==> src/common/ssc_consts.svh <==
// offsets, field positions, reset values and timing counts of the sideband control block
`ifndef SSC_CONSTS_SVH
`define SSC_CONSTS_SVH

// ****************************************
// i2c device address
// ****************************************
`define SSC_DEV_ADDR        7'h0C

// ****************************************
// register offsets
// ****************************************
`define SSC_OFS_ALT_FREQ    8'h04
`define SSC_OFS_LINK_DET    8'h0C
`define SSC_OFS_GPIO0       8'h0D
`define SSC_OFS_GPIO21      8'h0E
`define SSC_OFS_GPIO3_OUT4  8'h0F
`define SSC_OFS_OUT65       8'h10
`define SSC_OFS_OUT7        8'h11
`define SSC_OFS_COLOUR      8'h12
`define SSC_OFS_EDGE_AUDIO  8'h13
`define SSC_OFS_PATTERN     8'h14
`define SSC_OFS_FREQUENCY_SELECT_PIN        8'h35
`define SSC_OFS_INT_CTRL    8'hC6
`define SSC_OFS_INT_STAT    8'hC7

// ****************************************
// field positions
// ****************************************
`define SSC_ALT_OVR_EN      1
`define SSC_ALT_OVR_VAL     0
`define SSC_FREQUENCY_SELECT_PIN_OVR_EN     7
`define SSC_FREQUENCY_SELECT_PIN_OVR_VAL    6
`define SSC_MODE18_BIT      2
`define SSC_EDGE_BIT        0
`define SSC_AUDIO_AV_BIT    1
`define SSC_PAT_EN_BIT      0
`define SSC_INT_GLOBAL_BIT  0
`define SSC_INT_REMOTE_BIT  5
`define SSC_NIB_EN          0
`define SSC_NIB_IN          1
`define SSC_NIB_OUT         2
`define SSC_NIB_VAL         3

// ****************************************
// reset values
// ****************************************
`define SSC_RST_ZERO        8'h00
`define SSC_RST_EDGE_AUDIO  8'h01

// ****************************************
// timing counts
// ****************************************
`define SSC_PCLK_LOSS_CYC   8'h40

`endif

==> src/common/ssc_pkg.sv <==
// types shared by the sideband control block
`default_nettype none
package ssc_pkg;

   // i2c slave states, one-hot
   typedef enum logic [6:0] {
      SSC_ST_IDLE  = 7'h01,
      SSC_ST_ADDR  = 7'h02,
      SSC_ST_AACK  = 7'h04,
      SSC_ST_WBYTE = 7'h08,
      SSC_ST_WACK  = 7'h10,
      SSC_ST_RBYTE = 7'h20,
      SSC_ST_RACK  = 7'h40
   } ssc_i2c_state_t;

   typedef struct packed {
      logic high_frequency_mode;
      logic intermediate_frequency_mode;
      logic low_frequency_mode;
   } ssc_freq_mode_t;

   typedef struct packed {
      logic clk;
      logic ws;
      logic da;
   } ssc_i2s_t;

endpackage
`default_nettype wire

==> src/hdl/ssc_top.sv <==
// sideband control logic of the video serializer: i2c registers, modes, interrupts, gpio
`timescale 1ns/1ns
`include "ssc_consts.svh"
`default_nettype none

module ssc_top (
   // clock and reset
   input  wire logic                  clk_i,
   input  wire logic                  rst_b_i,
   // i2c control bus, open drain data
   input  wire logic                  scl_i,
   input  wire logic                  sda_i,
   output logic                       sda_o,
   output logic                       sda_oe_o,
   // mode pins and power
   input  wire logic                  frequency_select_pin_i,
   input  wire logic                  mode_sel_alt_freq_i,
   input  wire logic                  pdb_n_i,
   output ssc_pkg::ssc_freq_mode_t    freq_mode_o,
   // link status
   input  wire logic [5:0]            link_fault_i,
   input  wire logic                  remote_lock_i,
   input  wire logic                  downstream_interrupt_in_n_i,
   // interrupt outputs
   output logic                       remote_interrupt_mirror_n_o,
   output logic                       local_interrupt_n_o,
   // parallel video
   input  wire logic                  pclk_pin_i,
   input  wire logic [23:0]           pix_data_i,
   output logic [23:0]                pix_data_o,
   output logic                       pix_valid_o,
   output logic                       pclk_edge_select_o,
   output logic                       mode18_o,
   // gpio on R[1:0], G[1:0]
   input  wire logic [3:0]            gpio_i,
   output logic [3:0]                 gpio_o,
   output logic [3:0]                 gpio_oe_o,
   input  wire logic [3:0]            bc_gpio_i,
   output logic [3:0]                 fwd_gpio_o,
   // register driven outputs 7..4
   input  wire logic [3:0]            gpo_i,
   output logic [3:0]                 gpo_o,
   output logic [3:0]                 gpo_oe_o,
   // audio
   input  wire ssc_pkg::ssc_i2s_t     i2s_i,
   output ssc_pkg::ssc_i2s_t          i2s_o,
   output logic                       audio_active_video_o
);

   // ****************************************
   // registers
   // ****************************************
   logic [7:0] alt_freq_reg, gpio0_reg, gpio21_reg, gpio3_out4_reg, out65_reg, out7_reg;
   logic [7:0] colour_reg, edge_audio_reg, pattern_reg, frequency_select_pin_reg, int_ctrl_reg;
   logic [7:0] link_det_reg;
   logic       int_pend_reg;
   logic [7:0] rd_data;
   logic       wr_stb;
   logic       isr_rd_stb;
   logic [7:0] ptr_reg;
   logic [7:0] shift_reg;
   logic       mode18;

   assign mode18 = colour_reg[`SSC_MODE18_BIT];

   // ****************************************
   // i2c slave
   // ****************************************
   ssc_pkg::ssc_i2c_state_t state_reg;
   logic       scl_q, sda_q, scl_prev, sda_prev;
   logic [3:0] bit_cnt_reg;
   logic       rw_reg, got_ptr_reg, nack_reg;
   logic       start_det, stop_det, scl_rise, scl_fall;

   always_ff @(posedge clk_i or negedge rst_b_i) begin
      if (!rst_b_i) begin
         scl_q    <= 1'b1;
         sda_q    <= 1'b1;
         scl_prev <= 1'b1;
         sda_prev <= 1'b1;
      end else begin
         scl_q    <= scl_i;
         sda_q    <= sda_i;
         scl_prev <= scl_q;
         sda_prev <= sda_q;
      end
   end

   assign start_det = scl_q & scl_prev & sda_prev & ~sda_q;
   assign stop_det  = scl_q & scl_prev & ~sda_prev & sda_q;
   assign scl_rise  = scl_q & ~scl_prev;
   assign scl_fall  = ~scl_q & scl_prev;

   always_comb begin
      unique case (ptr_reg)
         `SSC_OFS_ALT_FREQ:   rd_data = alt_freq_reg;
         `SSC_OFS_LINK_DET:   rd_data = link_det_reg;
         `SSC_OFS_GPIO0:      rd_data = gpio0_reg;
         `SSC_OFS_GPIO21:     rd_data = gpio21_reg;
         `SSC_OFS_GPIO3_OUT4: rd_data = gpio3_out4_reg;
         `SSC_OFS_OUT65:      rd_data = out65_reg;
         `SSC_OFS_OUT7:       rd_data = out7_reg;
         `SSC_OFS_COLOUR:     rd_data = colour_reg;
         `SSC_OFS_EDGE_AUDIO: rd_data = edge_audio_reg;
         `SSC_OFS_PATTERN:    rd_data = pattern_reg;
         `SSC_OFS_FREQUENCY_SELECT_PIN:       rd_data = frequency_select_pin_reg;
         `SSC_OFS_INT_CTRL:   rd_data = int_ctrl_reg;
         `SSC_OFS_INT_STAT:   rd_data = {2'h0, int_pend_reg, 5'h00};
         default:             rd_data = 8'h00;
      endcase
   end

   // write strobe fires on the scl fall that ends a data byte after the pointer, status-read strobe on the fall that ends the acknowledge before a read byte
   assign wr_stb     = (state_reg == ssc_pkg::SSC_ST_WBYTE) & scl_fall
                       & (bit_cnt_reg == 4'h8) & got_ptr_reg;
   assign isr_rd_stb = scl_fall & (ptr_reg == `SSC_OFS_INT_STAT) & ~rw_reg ? 1'b0 :
                       scl_fall & (ptr_reg == `SSC_OFS_INT_STAT)
                       & (((state_reg == ssc_pkg::SSC_ST_AACK) & rw_reg)
                       | ((state_reg == ssc_pkg::SSC_ST_RACK) & ~nack_reg));

   always_ff @(posedge clk_i or negedge rst_b_i) begin
      if (!rst_b_i) begin
         state_reg   <= ssc_pkg::SSC_ST_IDLE;
         bit_cnt_reg <= 4'h0;
         shift_reg   <= 8'h00;
         ptr_reg     <= 8'h00;
         rw_reg      <= 1'b0;
         got_ptr_reg <= 1'b0;
         nack_reg    <= 1'b0;
         sda_oe_o    <= 1'b0;
      end else if (start_det) begin
         state_reg   <= ssc_pkg::SSC_ST_ADDR;
         bit_cnt_reg <= 4'h0;
         got_ptr_reg <= 1'b0;
         sda_oe_o    <= 1'b0;
      end else if (stop_det) begin
         state_reg <= ssc_pkg::SSC_ST_IDLE;
         sda_oe_o  <= 1'b0;
      end else begin
         unique case (state_reg)
            ssc_pkg::SSC_ST_IDLE: begin
               sda_oe_o <= 1'b0;
            end
            ssc_pkg::SSC_ST_ADDR, ssc_pkg::SSC_ST_WBYTE: begin
               if (scl_rise && bit_cnt_reg != 4'h8) begin
                  shift_reg   <= {shift_reg[6:0], sda_q};
                  bit_cnt_reg <= bit_cnt_reg + 4'h1;
               end else if (scl_fall && bit_cnt_reg == 4'h8) begin
                  bit_cnt_reg <= 4'h0;
                  if (state_reg == ssc_pkg::SSC_ST_ADDR) begin
                     if (shift_reg[7:1] == `SSC_DEV_ADDR) begin
                        rw_reg    <= shift_reg[0];
                        sda_oe_o  <= 1'b1;
                        state_reg <= ssc_pkg::SSC_ST_AACK;
                     end else begin
                        state_reg <= ssc_pkg::SSC_ST_IDLE;
                     end
                  end else begin
                     if (!got_ptr_reg) begin
                        ptr_reg     <= shift_reg;
                        got_ptr_reg <= 1'b1;
                     end else begin
                        ptr_reg <= ptr_reg + 8'h01;
                     end
                     sda_oe_o  <= 1'b1;
                     state_reg <= ssc_pkg::SSC_ST_WACK;
                  end
               end
            end
            ssc_pkg::SSC_ST_AACK: begin
               if (scl_fall) begin
                  if (rw_reg) begin
                     shift_reg <= rd_data;
                     ptr_reg   <= ptr_reg + 8'h01;
                     sda_oe_o  <= ~rd_data[7];
                     state_reg <= ssc_pkg::SSC_ST_RBYTE;
                  end else begin
                     sda_oe_o  <= 1'b0;
                     state_reg <= ssc_pkg::SSC_ST_WBYTE;
                  end
               end
            end
            ssc_pkg::SSC_ST_WACK: begin
               if (scl_fall) begin
                  sda_oe_o  <= 1'b0;
                  state_reg <= ssc_pkg::SSC_ST_WBYTE;
               end
            end
            ssc_pkg::SSC_ST_RBYTE: begin
               if (scl_fall) begin
                  if (bit_cnt_reg == 4'h7) begin
                     bit_cnt_reg <= 4'h0;
                     sda_oe_o    <= 1'b0;
                     state_reg   <= ssc_pkg::SSC_ST_RACK;
                  end else begin
                     shift_reg   <= {shift_reg[6:0], 1'b0};
                     sda_oe_o    <= ~shift_reg[6];
                     bit_cnt_reg <= bit_cnt_reg + 4'h1;
                  end
               end
            end
            ssc_pkg::SSC_ST_RACK: begin
               if (scl_rise) begin
                  nack_reg <= sda_q;
               end else if (scl_fall) begin
                  if (nack_reg) begin
                     state_reg <= ssc_pkg::SSC_ST_IDLE;
                  end else begin
                     shift_reg <= rd_data;
                     ptr_reg   <= ptr_reg + 8'h01;
                     sda_oe_o  <= ~rd_data[7];
                     state_reg <= ssc_pkg::SSC_ST_RBYTE;
                  end
               end
            end
         endcase
      end
   end

   // open drain: only ever pull low
   always_ff @(posedge clk_i or negedge rst_b_i) begin
      if (!rst_b_i) begin
         sda_o <= 1'b0;
      end else begin
         sda_o <= 1'b0;
      end
   end

   // ****************************************
   // register file writes
   // ****************************************
   always_ff @(posedge clk_i or negedge rst_b_i) begin
      if (!rst_b_i) begin
         alt_freq_reg   <= `SSC_RST_ZERO;
         gpio0_reg      <= `SSC_RST_ZERO;
         gpio21_reg     <= `SSC_RST_ZERO;
         gpio3_out4_reg <= `SSC_RST_ZERO;
         out65_reg      <= `SSC_RST_ZERO;
         out7_reg       <= `SSC_RST_ZERO;
         colour_reg     <= `SSC_RST_ZERO;
         edge_audio_reg <= `SSC_RST_EDGE_AUDIO;
         pattern_reg    <= `SSC_RST_ZERO;
         frequency_select_pin_reg       <= `SSC_RST_ZERO;
         int_ctrl_reg   <= `SSC_RST_ZERO;
      end else if (wr_stb) begin
         // the pointer only advances at this same edge, so it still names the target
         unique case (ptr_reg)
            `SSC_OFS_ALT_FREQ:   alt_freq_reg   <= shift_reg;
            `SSC_OFS_GPIO0:      gpio0_reg      <= shift_reg;
            `SSC_OFS_GPIO21:     gpio21_reg     <= shift_reg;
            `SSC_OFS_GPIO3_OUT4: gpio3_out4_reg <= shift_reg;
            `SSC_OFS_OUT65:      out65_reg      <= shift_reg;
            `SSC_OFS_OUT7:       out7_reg       <= shift_reg;
            `SSC_OFS_COLOUR:     colour_reg     <= shift_reg;
            `SSC_OFS_EDGE_AUDIO: edge_audio_reg <= shift_reg;
            `SSC_OFS_PATTERN:    pattern_reg    <= shift_reg;
            `SSC_OFS_FREQUENCY_SELECT_PIN:       frequency_select_pin_reg       <= shift_reg;
            `SSC_OFS_INT_CTRL:   int_ctrl_reg   <= shift_reg;
            default:             ;
         endcase
      end
   end

   // ****************************************
   // link detect and mode decode
   // ****************************************
   logic frequency_select_pin_s1, frequency_select_pin_s2, alt_s1, alt_s2, frequency_select_pin_eff, alt_eff;

   always_ff @(posedge clk_i or negedge rst_b_i) begin
      if (!rst_b_i) begin
         frequency_select_pin_s1 <= 1'b0;
         frequency_select_pin_s2 <= 1'b0;
         alt_s1  <= 1'b0;
         alt_s2  <= 1'b0;
      end else begin
         frequency_select_pin_s1 <= frequency_select_pin_i;
         frequency_select_pin_s2 <= frequency_select_pin_s1;
         alt_s1  <= mode_sel_alt_freq_i;
         alt_s2  <= alt_s1;
      end
   end

   assign frequency_select_pin_eff = frequency_select_pin_reg[`SSC_FREQUENCY_SELECT_PIN_OVR_EN] ? frequency_select_pin_reg[`SSC_FREQUENCY_SELECT_PIN_OVR_VAL] : frequency_select_pin_s2;
   assign alt_eff  = alt_freq_reg[`SSC_ALT_OVR_EN] ? alt_freq_reg[`SSC_ALT_OVR_VAL] : alt_s2;

   always_ff @(posedge clk_i or negedge rst_b_i) begin
      if (!rst_b_i) begin
         freq_mode_o  <= '0;
         link_det_reg <= 8'h00;
      end else begin
         freq_mode_o.high_frequency_mode         <= ~alt_eff;
         freq_mode_o.intermediate_frequency_mode <= frequency_select_pin_eff & alt_eff;
         freq_mode_o.low_frequency_mode          <= ~frequency_select_pin_eff & alt_eff;
         link_det_reg <= {7'h00, remote_lock_i & ~|link_fault_i};
      end
   end

   // ****************************************
   // remote interrupt
   // ****************************************
   logic rint_s1, rint_s2, rint_prev, rint_fall;

   always_ff @(posedge clk_i or negedge rst_b_i) begin
      if (!rst_b_i) begin
         rint_s1   <= 1'b1;
         rint_s2   <= 1'b1;
         rint_prev <= 1'b1;
      end else begin
         rint_s1   <= downstream_interrupt_in_n_i;
         rint_s2   <= rint_s1;
         rint_prev <= rint_s2;
      end
   end

   assign rint_fall = rint_prev & ~rint_s2;

   always_ff @(posedge clk_i or negedge rst_b_i) begin
      if (!rst_b_i) begin
         int_pend_reg                <= 1'b0;
         remote_interrupt_mirror_n_o <= 1'b0;
         local_interrupt_n_o         <= 1'b1;
      end else begin
         // a new falling edge beats a status read in the same cycle
         if (rint_fall && int_ctrl_reg[`SSC_INT_REMOTE_BIT]
             && int_ctrl_reg[`SSC_INT_GLOBAL_BIT]) begin
            int_pend_reg <= 1'b1;
         end else if (isr_rd_stb) begin
            int_pend_reg <= 1'b0;
         end
         remote_interrupt_mirror_n_o <= remote_lock_i & rint_s2;
         local_interrupt_n_o <= ~(int_pend_reg & int_ctrl_reg[`SSC_INT_REMOTE_BIT]);
      end
   end

   // ****************************************
   // pixel capture and pattern generator
   // ****************************************
   logic       pclk_q, pclk_prev, cap_edge, pclk_lost, osc_tick;
   logic [7:0] loss_cnt_reg, pat_cnt_reg;
   logic [3:0] osc_cnt_reg;

   always_ff @(posedge clk_i or negedge rst_b_i) begin
      if (!rst_b_i) begin
         pclk_q    <= 1'b0;
         pclk_prev <= 1'b0;
      end else begin
         pclk_q    <= pclk_pin_i;
         pclk_prev <= pclk_q;
      end
   end

   assign cap_edge = edge_audio_reg[`SSC_EDGE_BIT] ? (pclk_q & ~pclk_prev)
                                                   : (~pclk_q & pclk_prev);
   assign pclk_lost = (loss_cnt_reg == `SSC_PCLK_LOSS_CYC);
   assign osc_tick  = (osc_cnt_reg == pattern_reg[7:4]);

   always_ff @(posedge clk_i or negedge rst_b_i) begin
      if (!rst_b_i) begin
         loss_cnt_reg <= 8'h00;
         osc_cnt_reg  <= 4'h0;
         pat_cnt_reg  <= 8'h00;
      end else begin
         if (pclk_q != pclk_prev) begin
            loss_cnt_reg <= 8'h00;
         end else if (!pclk_lost) begin
            loss_cnt_reg <= loss_cnt_reg + 8'h01;
         end
         osc_cnt_reg <= osc_tick ? 4'h0 : osc_cnt_reg + 4'h1;
         if (pclk_lost ? osc_tick : cap_edge) begin
            pat_cnt_reg <= pat_cnt_reg + 8'h01;
         end
      end
   end

   always_ff @(posedge clk_i or negedge rst_b_i) begin
      if (!rst_b_i) begin
         pix_data_o  <= 24'h000000;
         pix_valid_o <= 1'b0;
      end else begin
         if (pattern_reg[`SSC_PAT_EN_BIT] && pdb_n_i) begin
            pix_valid_o <= pclk_lost ? osc_tick : cap_edge;
            pix_data_o  <= {8{pat_cnt_reg[7:5]}};
         end else begin
            pix_valid_o <= cap_edge & pdb_n_i;
            if (cap_edge) begin
               // lines given over to gpio carry zero colour
               pix_data_o <= mode18 ? {pix_data_i[23:18], 2'h0, pix_data_i[15:10], 2'h0,
                                       pix_data_i[7:0]} : pix_data_i;
            end
         end
      end
   end

   // ****************************************
   // gpio and register driven outputs
   // ****************************************
   logic [7:0][3:0] nib;
   logic [3:0]      line_in;

   assign nib = {out7_reg[3:0], out65_reg[7:4], out65_reg[3:0], gpio3_out4_reg[7:4],
                 gpio3_out4_reg[3:0], gpio21_reg[7:4], gpio21_reg[3:0], gpio0_reg[3:0]};

   genvar k;
   generate
      for (k = 0; k < 4; k++) begin : g_line
         assign line_in[k] = nib[k][`SSC_NIB_EN] & nib[k][`SSC_NIB_IN];
         always_ff @(posedge clk_i or negedge rst_b_i) begin
            if (!rst_b_i) begin
               gpio_o[k]     <= 1'b0;
               gpio_oe_o[k]  <= 1'b0;
               gpo_o[k]      <= 1'b0;
               gpo_oe_o[k]   <= 1'b0;
               fwd_gpio_o[k] <= 1'b0;
            end else begin
               gpio_oe_o[k] <= mode18 & nib[k][`SSC_NIB_EN] & nib[k][`SSC_NIB_OUT];
               gpio_o[k]    <= bc_gpio_i[k];
               gpo_o[k]     <= nib[k+4][`SSC_NIB_VAL];
               if (k < 2) begin
                  gpo_oe_o[k]   <= nib[k+4][`SSC_NIB_EN] & ~(mode18 & nib[k+4][`SSC_NIB_IN]);
                  fwd_gpio_o[k] <= (mode18 & nib[k+4][`SSC_NIB_EN] & nib[k+4][`SSC_NIB_IN])
                                   ? gpo_i[k]
                                   : (mode18 & line_in[k] & gpio_i[k]);
               end else begin
                  gpo_oe_o[k]   <= nib[k+4][`SSC_NIB_EN];
                  fwd_gpio_o[k] <= mode18 & line_in[k] & gpio_i[k];
               end
            end
         end
      end
   endgenerate

   // ****************************************
   // colour mode, edge select and audio
   // ****************************************
   always_ff @(posedge clk_i or negedge rst_b_i) begin
      if (!rst_b_i) begin
         mode18_o             <= 1'b0;
         pclk_edge_select_o   <= 1'b1;
         i2s_o                <= '0;
         audio_active_video_o <= 1'b0;
      end else begin
         mode18_o             <= mode18;
         pclk_edge_select_o   <= edge_audio_reg[`SSC_EDGE_BIT];
         i2s_o                <= mode18 ? '0 : i2s_i;
         audio_active_video_o <= edge_audio_reg[`SSC_AUDIO_AV_BIT];
      end
   end

endmodule

`default_nettype wire

==> config.mk <==
export PLATFORM = sky130hd
export DESIGN_NAME = ssc_top
export DESIGN_NICKNAME = d
export VERILOG_FILES = /design/src/common/ssc_pkg.sv /design/src/hdl/ssc_top.sv
export VERILOG_INCLUDE_DIRS = /design/src /design/src/common
export SDC_FILE = /design/constraint.sdc
export NUM_CORES = 1
export LEC_CHECK = 0
export BUFFER_PORTS_ARGS = -buffer_cell sky130_fd_sc_hd__buf_4
export CORE_ASPECT_RATIO = 0.75
export CORE_UTILIZATION = 30
export CTS_CLUSTER_SIZE = 14
export DETAILED_ROUTE_END_ITERATION = 6
export SKIP_LAST_GASP = 1
export SYNTH_ARGS = -nofsm -noshare
export SYNTH_HDL_FRONTEND = slang
export SYNTH_SLANG_ARGS = --single-unit
==> constraint.sdc <==
create_clock -name clk_i -period 3.6 [get_ports clk_i]
set_clock_uncertainty 0.2 [all_clocks]
set_input_delay 0.18 -clock clk_i [delete_from_list [all_inputs] [get_ports clk_i]]
set_output_delay 0.18 -clock clk_i [all_outputs]
set_load 0.05 [all_outputs]
==> Yosys cells after proc, flatten, opt, wreduce, memory -nomap -nowiden <==
Index checks and enable logic that the tools add are counted.
{ "word_totals": {"mem_bits_rw": 0, "inputBits": 55, "latchBits": 0, "n_memories": 0, "regBits": 210, "out_inout_bits": 58, "elab_cells": 316, "romBits": 0} }
{ "op_classes": {"add_sub_neg": 5, "n_eq_ne": 54, "div_mod_pow": 0, "n_shift": 0, "multipliers": 0, "reduce_logical": 35, "mux": 80, "bitwise": 72, "n_lt_le_gt_ge": 0} }
{ "op_table": {"columns": ["cell", "count"], "rows": [
  ["8-bit two-way mux", 19],
  ["8-bit one-hot mux with 13 select lines", 1],
  ["7-bit two-way mux", 11],
  ["1-bit bitwise AND", 52],
  ["24-bit two-way mux", 2],
  ["4-bit inequality test (second input constant)", 11],
  ["8-bit by 5-bit == test with 1-bit output (second input constant)", 5],
  ["7-bit one-hot mux with 5 select lines", 1],
  ["8-bit by 4-bit == test with 1-bit output (second input constant)", 4],
  ["8-bit one-hot mux with 4 select lines", 1],
  ["1-bit two-way mux", 30],
  ["4-bit two-way mux", 7],
  ["2-bit inequality test (second input constant)", 14],
  ["8-bit by 1-bit adder with 8-bit output (second input constant)", 3],
  ["8-bit one-hot mux with 3 select lines", 1],
  ["11-bit AND reduction", 2],
  ["2-bit AND reduction", 11],
  ["1-bit NOT", 19],
  ["18-bit two-way mux", 1],
  ["9-bit AND reduction", 2],
  ["8-bit == test (second input constant)", 2],
  ["7-bit by 4-bit == test with 1-bit output (second input constant)", 2],
  ["6-bit two-way mux", 2],
  ["4-bit by 1-bit adder with 4-bit output (second input constant)", 2],
  ["31 further kinds", 41]
]} }

==> Logic depth before layout (Yosys ltp) <==
Gate-level depths: netlist (run 1).
{ "logic_depth": {"depth_word": 9, "depth_mapped": 9} }

==> Worst setup path before layout (run 1) <==
OpenSTA, ideal clock, no wires.
{ "synth_path": {"kind": "register -> register", "from": "register state_reg[5]", "to": "register shift_reg[0]", "arrival_time_ns": 2.235, "setup_ns": 0.080, "path_stages_with_launch": 9, "t_required_ns": 3.320, "setup_slack_ns": 1.085, "path_cell_list": "dfrtp_1 > buf_6 > or4_4 > or3_4 > nor2_4 > o221ai_2 > or3b_1 > buf_6 > o211ai_2"} }
{ "synth_between": {"elab_chain_cells": 4, "word_cells_on_any_way": 17} }
{ "synth_lines": {"columns": ["item", "line", "source"], "rows": [
  ["start, declared", "ssc_top.sv:69", "ssc_pkg::ssc_i2c_state_t state_reg;"],
  ["start signal, assigned", "ssc_top.sv:123", "state_reg <= ssc_pkg::SSC_ST_IDLE;"],
  ["start signal, assigned", "ssc_top.sv:132", "state_reg <= ssc_pkg::SSC_ST_ADDR;"],
  ["start signal, assigned", "ssc_top.sv:137", "state_reg <= ssc_pkg::SSC_ST_IDLE;"],
  ["7-bit by 4-bit == test with 1-bit output / 7-bit by 2-bit == test with 1-bit output (equally long branches)", "ssc_top.sv:140", "unique case (state_reg)"],
  ["2-bit OR reduction", "ssc_top.sv:140", null],
  ["2-bit inequality test (no source line) / 4-bit nonzero test (equally long branches)", null, null],
  ["11-bit AND reduction (no source line)", null, null],
  ["end signal, assigned", "ssc_top.sv:146", "shift_reg <= {shift_reg[6:0], sda_q};"],
  ["end signal, assigned", "ssc_top.sv:173", "shift_reg <= rd_data;"],
  ["end signal, assigned", "ssc_top.sv:196", "shift_reg <= {shift_reg[6:0], 1'b0};"],
  ["end, declared", "ssc_top.sv:61", "logic [7:0] shift_reg;"]
]} }
Several ways; a longest one is shown, not always the timed one.
A chain may end at the register's enable or synchronous reset.

==> Final worst setup path (run 1) <==
{ "layout_path": {"from": "register ptr_reg[0]", "to": "register shift_reg[0]"} }
{ "layout_between": {"elab_chain_cells": 6, "word_cells_on_any_way": 20} }
{ "layout_lines": {"columns": ["item", "line", "source"], "rows": [
  ["start, declared", "ssc_top.sv:60", "logic [7:0] ptr_reg;"],
  ["start signal, assigned", "ssc_top.sv:160", "ptr_reg <= shift_reg;"],
  ["start signal, assigned", "ssc_top.sv:163", "ptr_reg <= ptr_reg + 8'h01;"],
  ["start signal, assigned", "ssc_top.sv:174", "ptr_reg <= ptr_reg + 8'h01;"],
  ["8-bit == test, or another cell as far along", "ssc_top.sv:95", "unique case (ptr_reg)"],
  ["8-bit one-hot mux with 13 select lines (*)", "ssc_top.sv:95", null],
  ["8-bit two-way mux", "ssc_top.sv:206", "if (nack_reg) begin"],
  ["8-bit two-way mux", "ssc_top.sv:205", "end else if (scl_fall) begin"],
  ["8-bit two-way mux", "ssc_top.sv:203", "if (scl_rise) begin"],
  ["8-bit one-hot mux with 4 select lines (*)", "ssc_top.sv:140", null],
  ["end signal, assigned", "ssc_top.sv:146", null],
  ["end signal, assigned", "ssc_top.sv:196", null],
  ["end signal, assigned", "ssc_top.sv:209", "shift_reg <= rd_data;"]
]} }
Mark *: on every way between the ends. The rest lies on a longest branch, timed or not. The select of a mux whose other input is x is not followed.

==> metrics.yaml, run 1 <==
hold_viol_final: 0
syn-num-nets: 924
grt_use_total: 0.1645
fill_cells: 3062
syn-cell-area_sq_mm: 0.009698
antenna_cells: 0
cp-end-kind: "register"
regArea_sq_mm: 0.005269
tritoncts: "built"
synth.area.top_cells: "dfrtp_1 (51%), mux2_2 (11%), nand2_1 (3.1%)"
fp-row-count: 56
maxCapViolCount: 0
status: "finished, final reports clean"
yosysSeqAreaShare: 0.5433
critical_path_arrival_ps: 3190
numPortBuffers: 109
drc: 0
dp.final_hpwl_microns: 17620
p_int_w: 0.004460
synthCells: 857
clock-sinks: 210
cts_buffer_depth: 3
die_area_sq_mm: 0.03306
cp_slowest_cell: "a2111oi_0"
netSwitchingPower_w: 0.001955
ir_drop_mv: 0.3119
worstPathRequired_ps: 3770
viasPerCell: 5.211
synth_seq_cells: 210
start_kind: "register"
postCtsSetupRepairBufs: 0
max_stage_delay_ps: 680
timing.rr.start: "ptr_reg[0]"
fin_crit_ps: 3014
drt_pass1_iterations: 6
cts_made_buffers: 24
fmaxAchievable_mhz: 331.8
grt_remaining_overflow: 0
worst-path-max-fanout: 18
power_frac_clock: 0.392
path_clk_slew_ps: 60
start_util: 0.3076
synth_edf_count: 0
worstPathCellList: "inv_1, ha_1, buf_4, a222oi_1, o21ai_0, a2111oi_0, o211ai_2"
grt_start_max_net_pins: 101
r2r_slack_ps: 590
pwr-share-comb: 0.176
postRouteAntennaNets: 0
hp-class: "primary input to async pin"
largest_reg_flops: 24
io_pins: 113
synth_top_cell_by_area: "dfrtp_1"
crit_type: "register to register"
r2r-end: "shift_reg[0]"
final_layout_size_suffix_gt1_frac: 0.2835
multiInputGateArea_sq_mm: 0.004174
synth_top_cell_area_share: 0.5135
ctsResizeCount: 0
synth_ff_type: "dfrtp_1"
synthToLayoutAreaGrowth_pct: 26.75
syn_area_per_cell_sq_um: 11.32
tns_ps: 0
regMostFlops: "pix_data_o"
antenna_found_initial: 0
vias: 7483
path_delay_family: "compound AO/OA/AOI/OAI gates"
wl_microns: 26630
root_buffer: "clkbuf_16"
clk_latency_ps: 520
core-area_sq_mm: 0.03153
die_w_microns: 209.6
die_h_microns: 157.7
power_frac_seq: 0.432
crit_buf_inv: 2
htree_levels: 1
gp_congestion: 0.9115
slew_viol_final: 0
setup_viol: 0
grt_pass1_wl_microns: 43030
async_reset_ff_frac: 1.000
rr_worst_depth: 7
synth-warning-count: 0
timing.hold.ws_ps: 99.84
rsz0062_at_grt: "no"
finalCritPeriodShare: 0.8371
max_slew.worst_pin.slew_ps: 926.1
powerDensity_mw_per_mm2: 521.9
p_sw_frac: 0.3048
slew-limit-headroom: 0.3704
p_leak_nw: 5.712
ys_types: 73
drt_iter0_markers: 584
first_global_vias: 7450
wl_per_cell_microns: 18.55
fin_nets: 1079
==> cells in the final DEF (no fill, tap or decap), types with 6 or more instances in the layout <==
| master | count |
|---|---|
| mux2_1 | 8 |
| nor3b_1 | 9 |
| nand3_1 | 24 |
| nor3_1 | 18 |
| ha_1 | 12 |
| nand2_1 | 79 |
| nor2_1 | 52 |
| mux2_2 | 93 |
| clkbuf_1 | 9 |
| a22oi_1 | 11 |
| a21oi_1 | 29 |
| mux2i_1 | 6 |
| dlygate4sd3_1 | 48 |
| o211ai_2 | 8 |
| xnor2_1 | 12 |
| or3b_2 | 6 |
| nor2b_1 | 16 |
| o21ai_0 | 24 |
| a31oi_1 | 23 |
| clkbuf_16 | 24 |
| nor4_1 | 9 |
| dfrtp_1 | 199 |
| nand4_1 | 10 |
| xor2_1 | 12 |
| buf_4 | 129 |
| and2_1 | 12 |
| and3_1 | 21 |
| inv_1 | 13 |
| dfstp_2 | 11 |
| a22o_1 | 10 |
==> power groups by stage <==
stage	clock, W	sequential (W)	combinational, W
after detailed placement	0	0.00280	0.00108
after floorplan	0	0.00282	0.000650
final	0.00252	0.00277	0.00113
after CTS	0.00258	0.00276	0.00112
after global routing	0.00268	0.00279	0.00124
after global placement	0	0.00280	0.00107
==> metal layers <==
layer  wire length [microns]  part of all wire  GRT usage
met3                    1981             0.074    0.03273
met5                       0                 0          0
met1                   12730              0.48     0.2433
met2                   11260              0.42     0.2424
met4                     668             0.025    0.04553
==> how the worst max path moves through the flow <==
stage                    to    startpoint  cells after the start  slack [ps]
2_1_floorplan  shift_reg[0]  state_reg[5]                      8        1080
3_3_place_gp   shift_reg[0]    ptr_reg[0]                      7         670
3_5_place_dp   shift_reg[0]    ptr_reg[0]                      7         650
4_1_cts        shift_reg[0]    ptr_reg[0]                      7         630
5_1_grt        shift_reg[0]    ptr_reg[0]                      7         390
6_report       shift_reg[0]    ptr_reg[0]                      7         590
==> stage by stage <==
step | setup WS (ps) | total power, W | cells | instance area (sq um) | util
6_report | 586.5 | 0.006415 | 1436 | 12290 | 0.3898
5_1_grt | 393.5 | 0.006716 | 1436 | 12290 | 0.3898
4_1_cts | 634.3 | 0.006466 | 1436 | 12290 | 0.3898
3_5_place_dp | 652.8 | 0.003881 | 1344 | 11000 | 0.3490
3_3_place_gp | 665.3 | 0.003862 | 1344 | 11000 | 0.3490
2_1_floorplan | 1085 | 0.003466 | 857 | 9698 | -
==> area by class of cell <==
class | count | share of cell area
multi-input cells | 584 | 0.3396
well taps | 406 | 0.04133
repair buffers | 179 | 0.1207
inverters | 13 | 0.003970
clock inverters | 8 | 0.01079
flip-flops and latches | 210 | 0.4286
clock buffers | 36 | 0.05497
==> what timing repair did <==
| item | CTS | global route |
|---|---|---|
| hold buffers | 48 | 0 |
| endpoints found under the setup margin | 0 | 0 |
| hold endpoints to repair | 141 | 0 |
==> cell families after synthesis <==
logic type	after synthesis	synth area share
DFF	210	0.5433
xor gates and xnor gates	24	0.02167
adders and majority gates	12	0.01548
AOI/OAI and AO/OA	152	0.1108
muxes	108	0.1245
and+or+nand+nor	287	0.1571
buffers and inverters	63	0.02671
other	1	0.0003867
==> cell usage after synthesis, types with 11 or more instances <==
cell	number
dfrtp_1	199
and3_1	21
xor2_1	12
inv_1	13
and2_1	12
clkbuf_1	43
nor3_1	18
o21ai_0	24
mux2_2	93
a21oi_1	29
nand2_1	79
nand3_1	24
nor2_1	52
dfstp_2	11
a22oi_1	11
xnor2_1	12
a31oi_1	23
ha_1	12
nor2b_1	16
(Power assumes the default switching activity.)
==> run 2, diff against run 1 <==
==> constraint.sdc (replaced) <==
create_clock -name clk_i -period 2.95 [get_ports clk_i]
set_clock_uncertainty 0.2 [all_clocks]
set_input_delay 0.1475 -clock clk_i [delete_from_list [all_inputs] [get_ports clk_i]]
set_output_delay 0.1475 -clock clk_i [all_outputs]
set_load 0.05 [all_outputs]
==> run 2 against run 1 <==
  * The run now ends with negative hold slack left
  * Cell area grew 1.4%
  * Sequential share of layout area decreased by 0.58 points
  * Global-route usage decreased by 0.28 points
  * Worst setup slack worse by 480 ps
  * Count of clock-buffer cells in the layout shrank 4
  * Critical path depth is 1 lower
  * Sequential power is 19% higher
  * Highest routed layer unchanged
  * Largest power group unchanged
==> metrics.yaml, run 2 (same netlist as run 1, synthesis figures left out) <==
max_slew.worst_pin.slew_ps: 811.1
fmaxAchievable_mhz: 352.0
die_area_sq_mm: 0.03306
start_kind: "register"
dp_cells: 1363
grt_use_total: 0.1618
postCtsSetupRepairBufs: 0
htree_levels: 1
powerDensity_mw_per_mm2: 633.3
numPortBuffers: 109
start_util: 0.3076
power_frac_seq: 0.419
setup_viol: 0
cp-end-kind: "register"
power_frac_clock: 0.388
gp_congestion: 0.8832
final_core_util: 0.3952
tritoncts: "built"
fill_cells: 3067
drt_pass1_iterations: 5
slew_viol_final: 0
final_layout_size_suffix_gt1_frac: 0.3003
die_w_microns: 209.6
finalCritPeriodShare: 0.9631
hold_viol_final: 2
r2r_slack_ps: 110
grt_remaining_overflow: 0
wl_per_cell_microns: 18.32
first_global_vias: 7363
slew-limit-headroom: 0.4593
drt_iter0_markers: 502
netSwitchingPower_w: 0.002419
maxCapViolCount: 0
ir_drop_mv: 0.4437
io_pins: 113
grt_start_max_net_pins: 83
fin_crit_ps: 2841
final_cell_mix: "dfrtp_1 (199), buf_4 (146), mux2_2 (93), nand2_1 (79), nor2_1 (52)"
antenna_found_initial: 0
hp-class: "primary input to async pin"
cts_buffer_depth: 3
p_leak_nw: 5.811
status: "complete, but fails checks"
largest_reg_flops: 24
viasPerCell: 5.241
p_int_w: 0.005472
fin_nets: 1098
postRouteAntennaNets: 0
worstPathRequired_ps: 3190
dpl_worst_slack_ps: 130.7
antenna_cells: 0
final_common_cell: "dfrtp_1"
worst-path-max-fanout: 10
fp-row-count: 56
path_clk_slew_ps: 60
root_buffer: "clkbuf_16"
wl_microns: 26650
grt_pass1_wl_microns: 42280
synthToLayoutAreaGrowth_pct: 28.49
violations: "negative hold slack"
regMostFlops: "pix_data_o"
max_stage_delay_ps: 610
worstPathCellList: "or4_4, or3_4, nor2_4, o221ai_2, or3b_1, o211ai_2"
layout.cells.non_filler: 1455
timing.hold.ws_ps: -6.693
cts_made_buffers: 24
post-route-worst-setup-slack_ps: 108.8
critical_path_arrival_ps: 3090
cp_slowest_cell: "or3b_1"
tns_ps: 0
die_h_microns: 157.7
clock-sinks: 210
vias: 7626
core-area_sq_mm: 0.03153
clk_latency_ps: 530
pwr-share-comb: 0.193
crit_type: "register to register"
rsz0062_at_grt: "no"
p_sw_frac: 0.3066
dp.final_hpwl_microns: 18080
drc: 0
-- run 2: final timing paths --
check                                        start                       to  cells past startpoint
max in group asynchronous                  rst_b_i                  rint_s1                      3
max                                   state_reg[4]             shift_reg[2]                      6
min                                        rst_b_i           pix_data_o[11]                      2
min in group clk_i                      pclk_pin_i                   pclk_q                      2
min reg2reg                frequency_select_pin_s1  frequency_select_pin_s2                      0
max reg2reg                           state_reg[4]             shift_reg[2]                      6
-- run 2: what timing repair did --
action	4_1_cts	5_1_grt
endpoints found under the setup margin	0	5
hold buffers	48	0
hold endpoints to repair	225	0
gates resized for setup	0	1
-- run 2: power groups by stage --
stage | clock network [W] | registers, W | logic (W)
2_1_floorplan | 0 | 0.00344 | 0.000793
3_3_place_gp | 0 | 0.00335 | 0.00145
3_5_place_dp | 0 | 0.00334 | 0.00147
4_1_cts | 0.00314 | 0.00330 | 0.00152
5_1_grt | 0.00327 | 0.00333 | 0.00165
6_report | 0.00306 | 0.00331 | 0.00153
-- run 2: area by class of cell --
cell class	instances	area [sq um]	share of cell area
Clock buffer	32	650.6	0.05221
Tap cell	406	508.0	0.04077
Timing Repair Buffer	198	1652	0.1325
Clock inverter	12	157.7	0.01265
Multi-Input combinational cell	584	4175	0.3351
Sequential cell	210	5269	0.4228
Inverter	13	48.80	0.003916
-- run 2: stage by stage --
step	total power (W)	instance area, sq um
2_1_floorplan	0.004229	9698
3_3_place_gp	0.004791	11170
3_5_place_dp	0.004810	11170
4_1_cts	0.007957	12460
5_1_grt	0.008249	12460
6_report	0.007892	12460
-- run 2: worst max-delay path, delay by kind of cell (launching register included) --
family | cells | cell delay, ps
DFF | 1 | 450
AOI/OAI and AO/OA | 2 | 440
and+or+nand+nor | 4 | 1680
-- run 2: metal layers --
| layer | wire length, microns | global-route usage | up-vias | share of wire |
|---|---|---|---|---|
| li1 | - | - | 3458 | - |
| met1 | 12350 | 0.2332 | 3847 | 0.46 |
| met2 | 11530 | 0.2416 | 271 | 0.43 |
| met3 | 2018 | 0.03491 | 50 | 0.076 |
| met4 | 750 | 0.04936 | 0 | 0.028 |
| met5 | 0 | 0 | - | 0 |
==> run 3, diff against run 2 <==
--- a/config.mk
+++ b/config.mk
@@ -6,11 +6,12 @@
 export SDC_FILE = /design/constraint.sdc
 export NUM_CORES = 1
 export LEC_CHECK = 0
-export BUFFER_PORTS_ARGS = -buffer_cell sky130_fd_sc_hd__buf_4
+export BUFFER_PORTS_ARGS = -buffer_cell sky130_fd_sc_hd__buf_2
 export CORE_ASPECT_RATIO = 0.75
 export CORE_UTILIZATION = 30
 export CTS_CLUSTER_SIZE = 14
 export DETAILED_ROUTE_END_ITERATION = 6
+export SETUP_SLACK_MARGIN = 0.15
 export SKIP_LAST_GASP = 1
 export SYNTH_ARGS = -nofsm -noshare
 export SYNTH_HDL_FRONTEND = slang
==> run 3 against run 2 <==
  * The run now ends clean
  * Hold slack better by 87 ps
  * Routed wire length is 0.38% higher
  * Worst setup slack better by 88 ps
  * Register-to-register slack better by 90 ps
  * Critical path depth is 1 higher
  * Die area stayed put
  * Cell area is 1.9% lower
  * Sequential power hardly changed
  * Critical endpoint is now shift_reg[1]
==> metrics.yaml, run 3 (same netlist as run 1, synthesis figures left out) <==
wl_microns: 26750
wl_per_cell_microns: 18.40
clk_latency_ps: 510
p_leak_nw: 5.767
worst-path-max-fanout: 10
cts_made_buffers: 23
setup_viol: 0
io_pins: 113
rsz0062_at_grt: "yes"
gp_congestion: 0.8781
dp.final_hpwl_microns: 17960
powerDensity_mw_per_mm2: 644.4
htree_levels: 1
grt_use_total: 0.1644
final_core_util: 0.3879
cts_buffer_depth: 3
start_util: 0.3076
max_stage_delay_ps: 520
drt_pass1_iterations: 6
grt_remaining_overflow: 0
root_buffer: "clkbuf_16"
dpl_worst_slack_ps: 106.2
grt_pass1_wl_microns: 42700
crit_buf_inv: 1
crit_type: "register to register"
die_h_microns: 157.7
postCtsSetupRepairBufs: 0
path_clk_slew_ps: 60
numPortBuffers: 109
clock-sinks: 210
postRouteAntennaNets: 0
worstPathRequired_ps: 3190
critical_path_arrival_ps: 2990
ir_drop_mv: 0.4244
finalInstanceArea_sq_mm: 0.01223
layout.cells.non_filler: 1454
die_area_sq_mm: 0.03306
status: "finished, final reports clean"
regMostFlops: "pix_data_o"
start_kind: "register"
fmaxAchievable_mhz: 363.1
die_w_microns: 209.6
drt_iter0_markers: 558
post-route-worst-setup-slack_ps: 196.3
fp-row-count: 56
vias: 7531
grt_start_max_net_pins: 57
cp_slowest_cell: "or4_4"
postPlaceCellArea_sq_mm: 0.01090
tritoncts: "built"
fin_nets: 1100
hp-class: "primary input to async pin"
hold_viol_final: 0
worstPathCellList: "or4_4, or3_4, nor2_4, o221ai_2, buf_4, or3b_2, o211ai_2"
antenna_cells: 0
maxCapViolCount: 0
antenna_found_initial: 0
synthToLayoutAreaGrowth_pct: 26.10
dp_cells: 1365
core-area_sq_mm: 0.03153
tns_ps: 0
final_layout_size_suffix_gt1_frac: 0.3073
final_cell_mix: "dfrtp_1 (197), buf_2 (108), mux2_2 (93), nand2_1 (79), nor2_1 (51)"
fin_crit_ps: 2754
final_common_cell: "dfrtp_1"
finalCritPeriodShare: 0.9335
max_slew.worst_pin.slew_ps: 858.1
cp-end-kind: "register"
drc: 0
path_delay_family: "simple AND/OR/NAND/NOR gates"
first_global_vias: 7462
largest_reg_flops: 24
slew_viol_final: 0
viasPerCell: 5.180
slew-limit-headroom: 0.4166
[run 3: report_power, final]
part | leakage, nW | switching, W | total (W) | internal [W]
Clock | 0.393 | 0.00118 | 0.00308 | 0.00190
Combinational | 2.58 | 0.000949 | 0.00150 | 0.000554
Sequential | 2.79 | 0.000234 | 0.00330 | 0.00306
[run 3: final timing paths]
kind / end / slack (ps) / depth (start not counted) / start
min reg2reg: alt_s2 / 150 / 0 / alt_s1
max reg2reg: shift_reg[1] / 200 / 7 / state_reg[5]
max in group asynchronous: fwd_gpio_o[1] / 2090 / 3 / rst_b_i
min in group clk_i: gpio_o[1] / 80 / 2 / bc_gpio_i[1]
max: shift_reg[1] / 200 / 7 / state_reg[5]
min: state_reg[0] / 80 / 2 / rst_b_i
[run 3: stage by stage]
| stage | power, W | hold slack [ps] |
|---|---|---|
| after CTS | 0.007956 | 49.91 |
| after global routing | 0.008257 | 60.02 |
| after floorplan | 0.004229 | -348.1 |
| after detailed placement | 0.004781 | -99.97 |
| final | 0.007881 | 80.55 |
| after global placement | 0.004745 | -105.8 |
[run 3: routing by layer]
metal	GRT usage	up-vias	wire length (microns)
li1	-	3462	-
met1	0.2400	3764	12680
met2	0.2479	267	11750
met3	0.03174	38	1710
met4	0.04310	0	615
met5	0	-	0
[run 3: area by class of cell]
class / count / area (sq um)
timing repair buffer: 201 / 1404
clock inverter: 8 / 146.4
sequential: 210 / 5271
multi-input combinational: 584 / 4192
clock buffer: 32 / 659.4
inverter: 13 / 48.80
tap: 406 / 508.0
fill: 3061 / 19300
[run 3: what timing repair did]
item | 4_1_cts | 5_1_grt
hold buffers | 49 | 0
pin swaps | 0 | 1
gates resized for setup | 1 | 7
endpoints found under the hold margin | 253 | 0
setup endpoints to repair | 8 | 56
cloned | 0 | 0
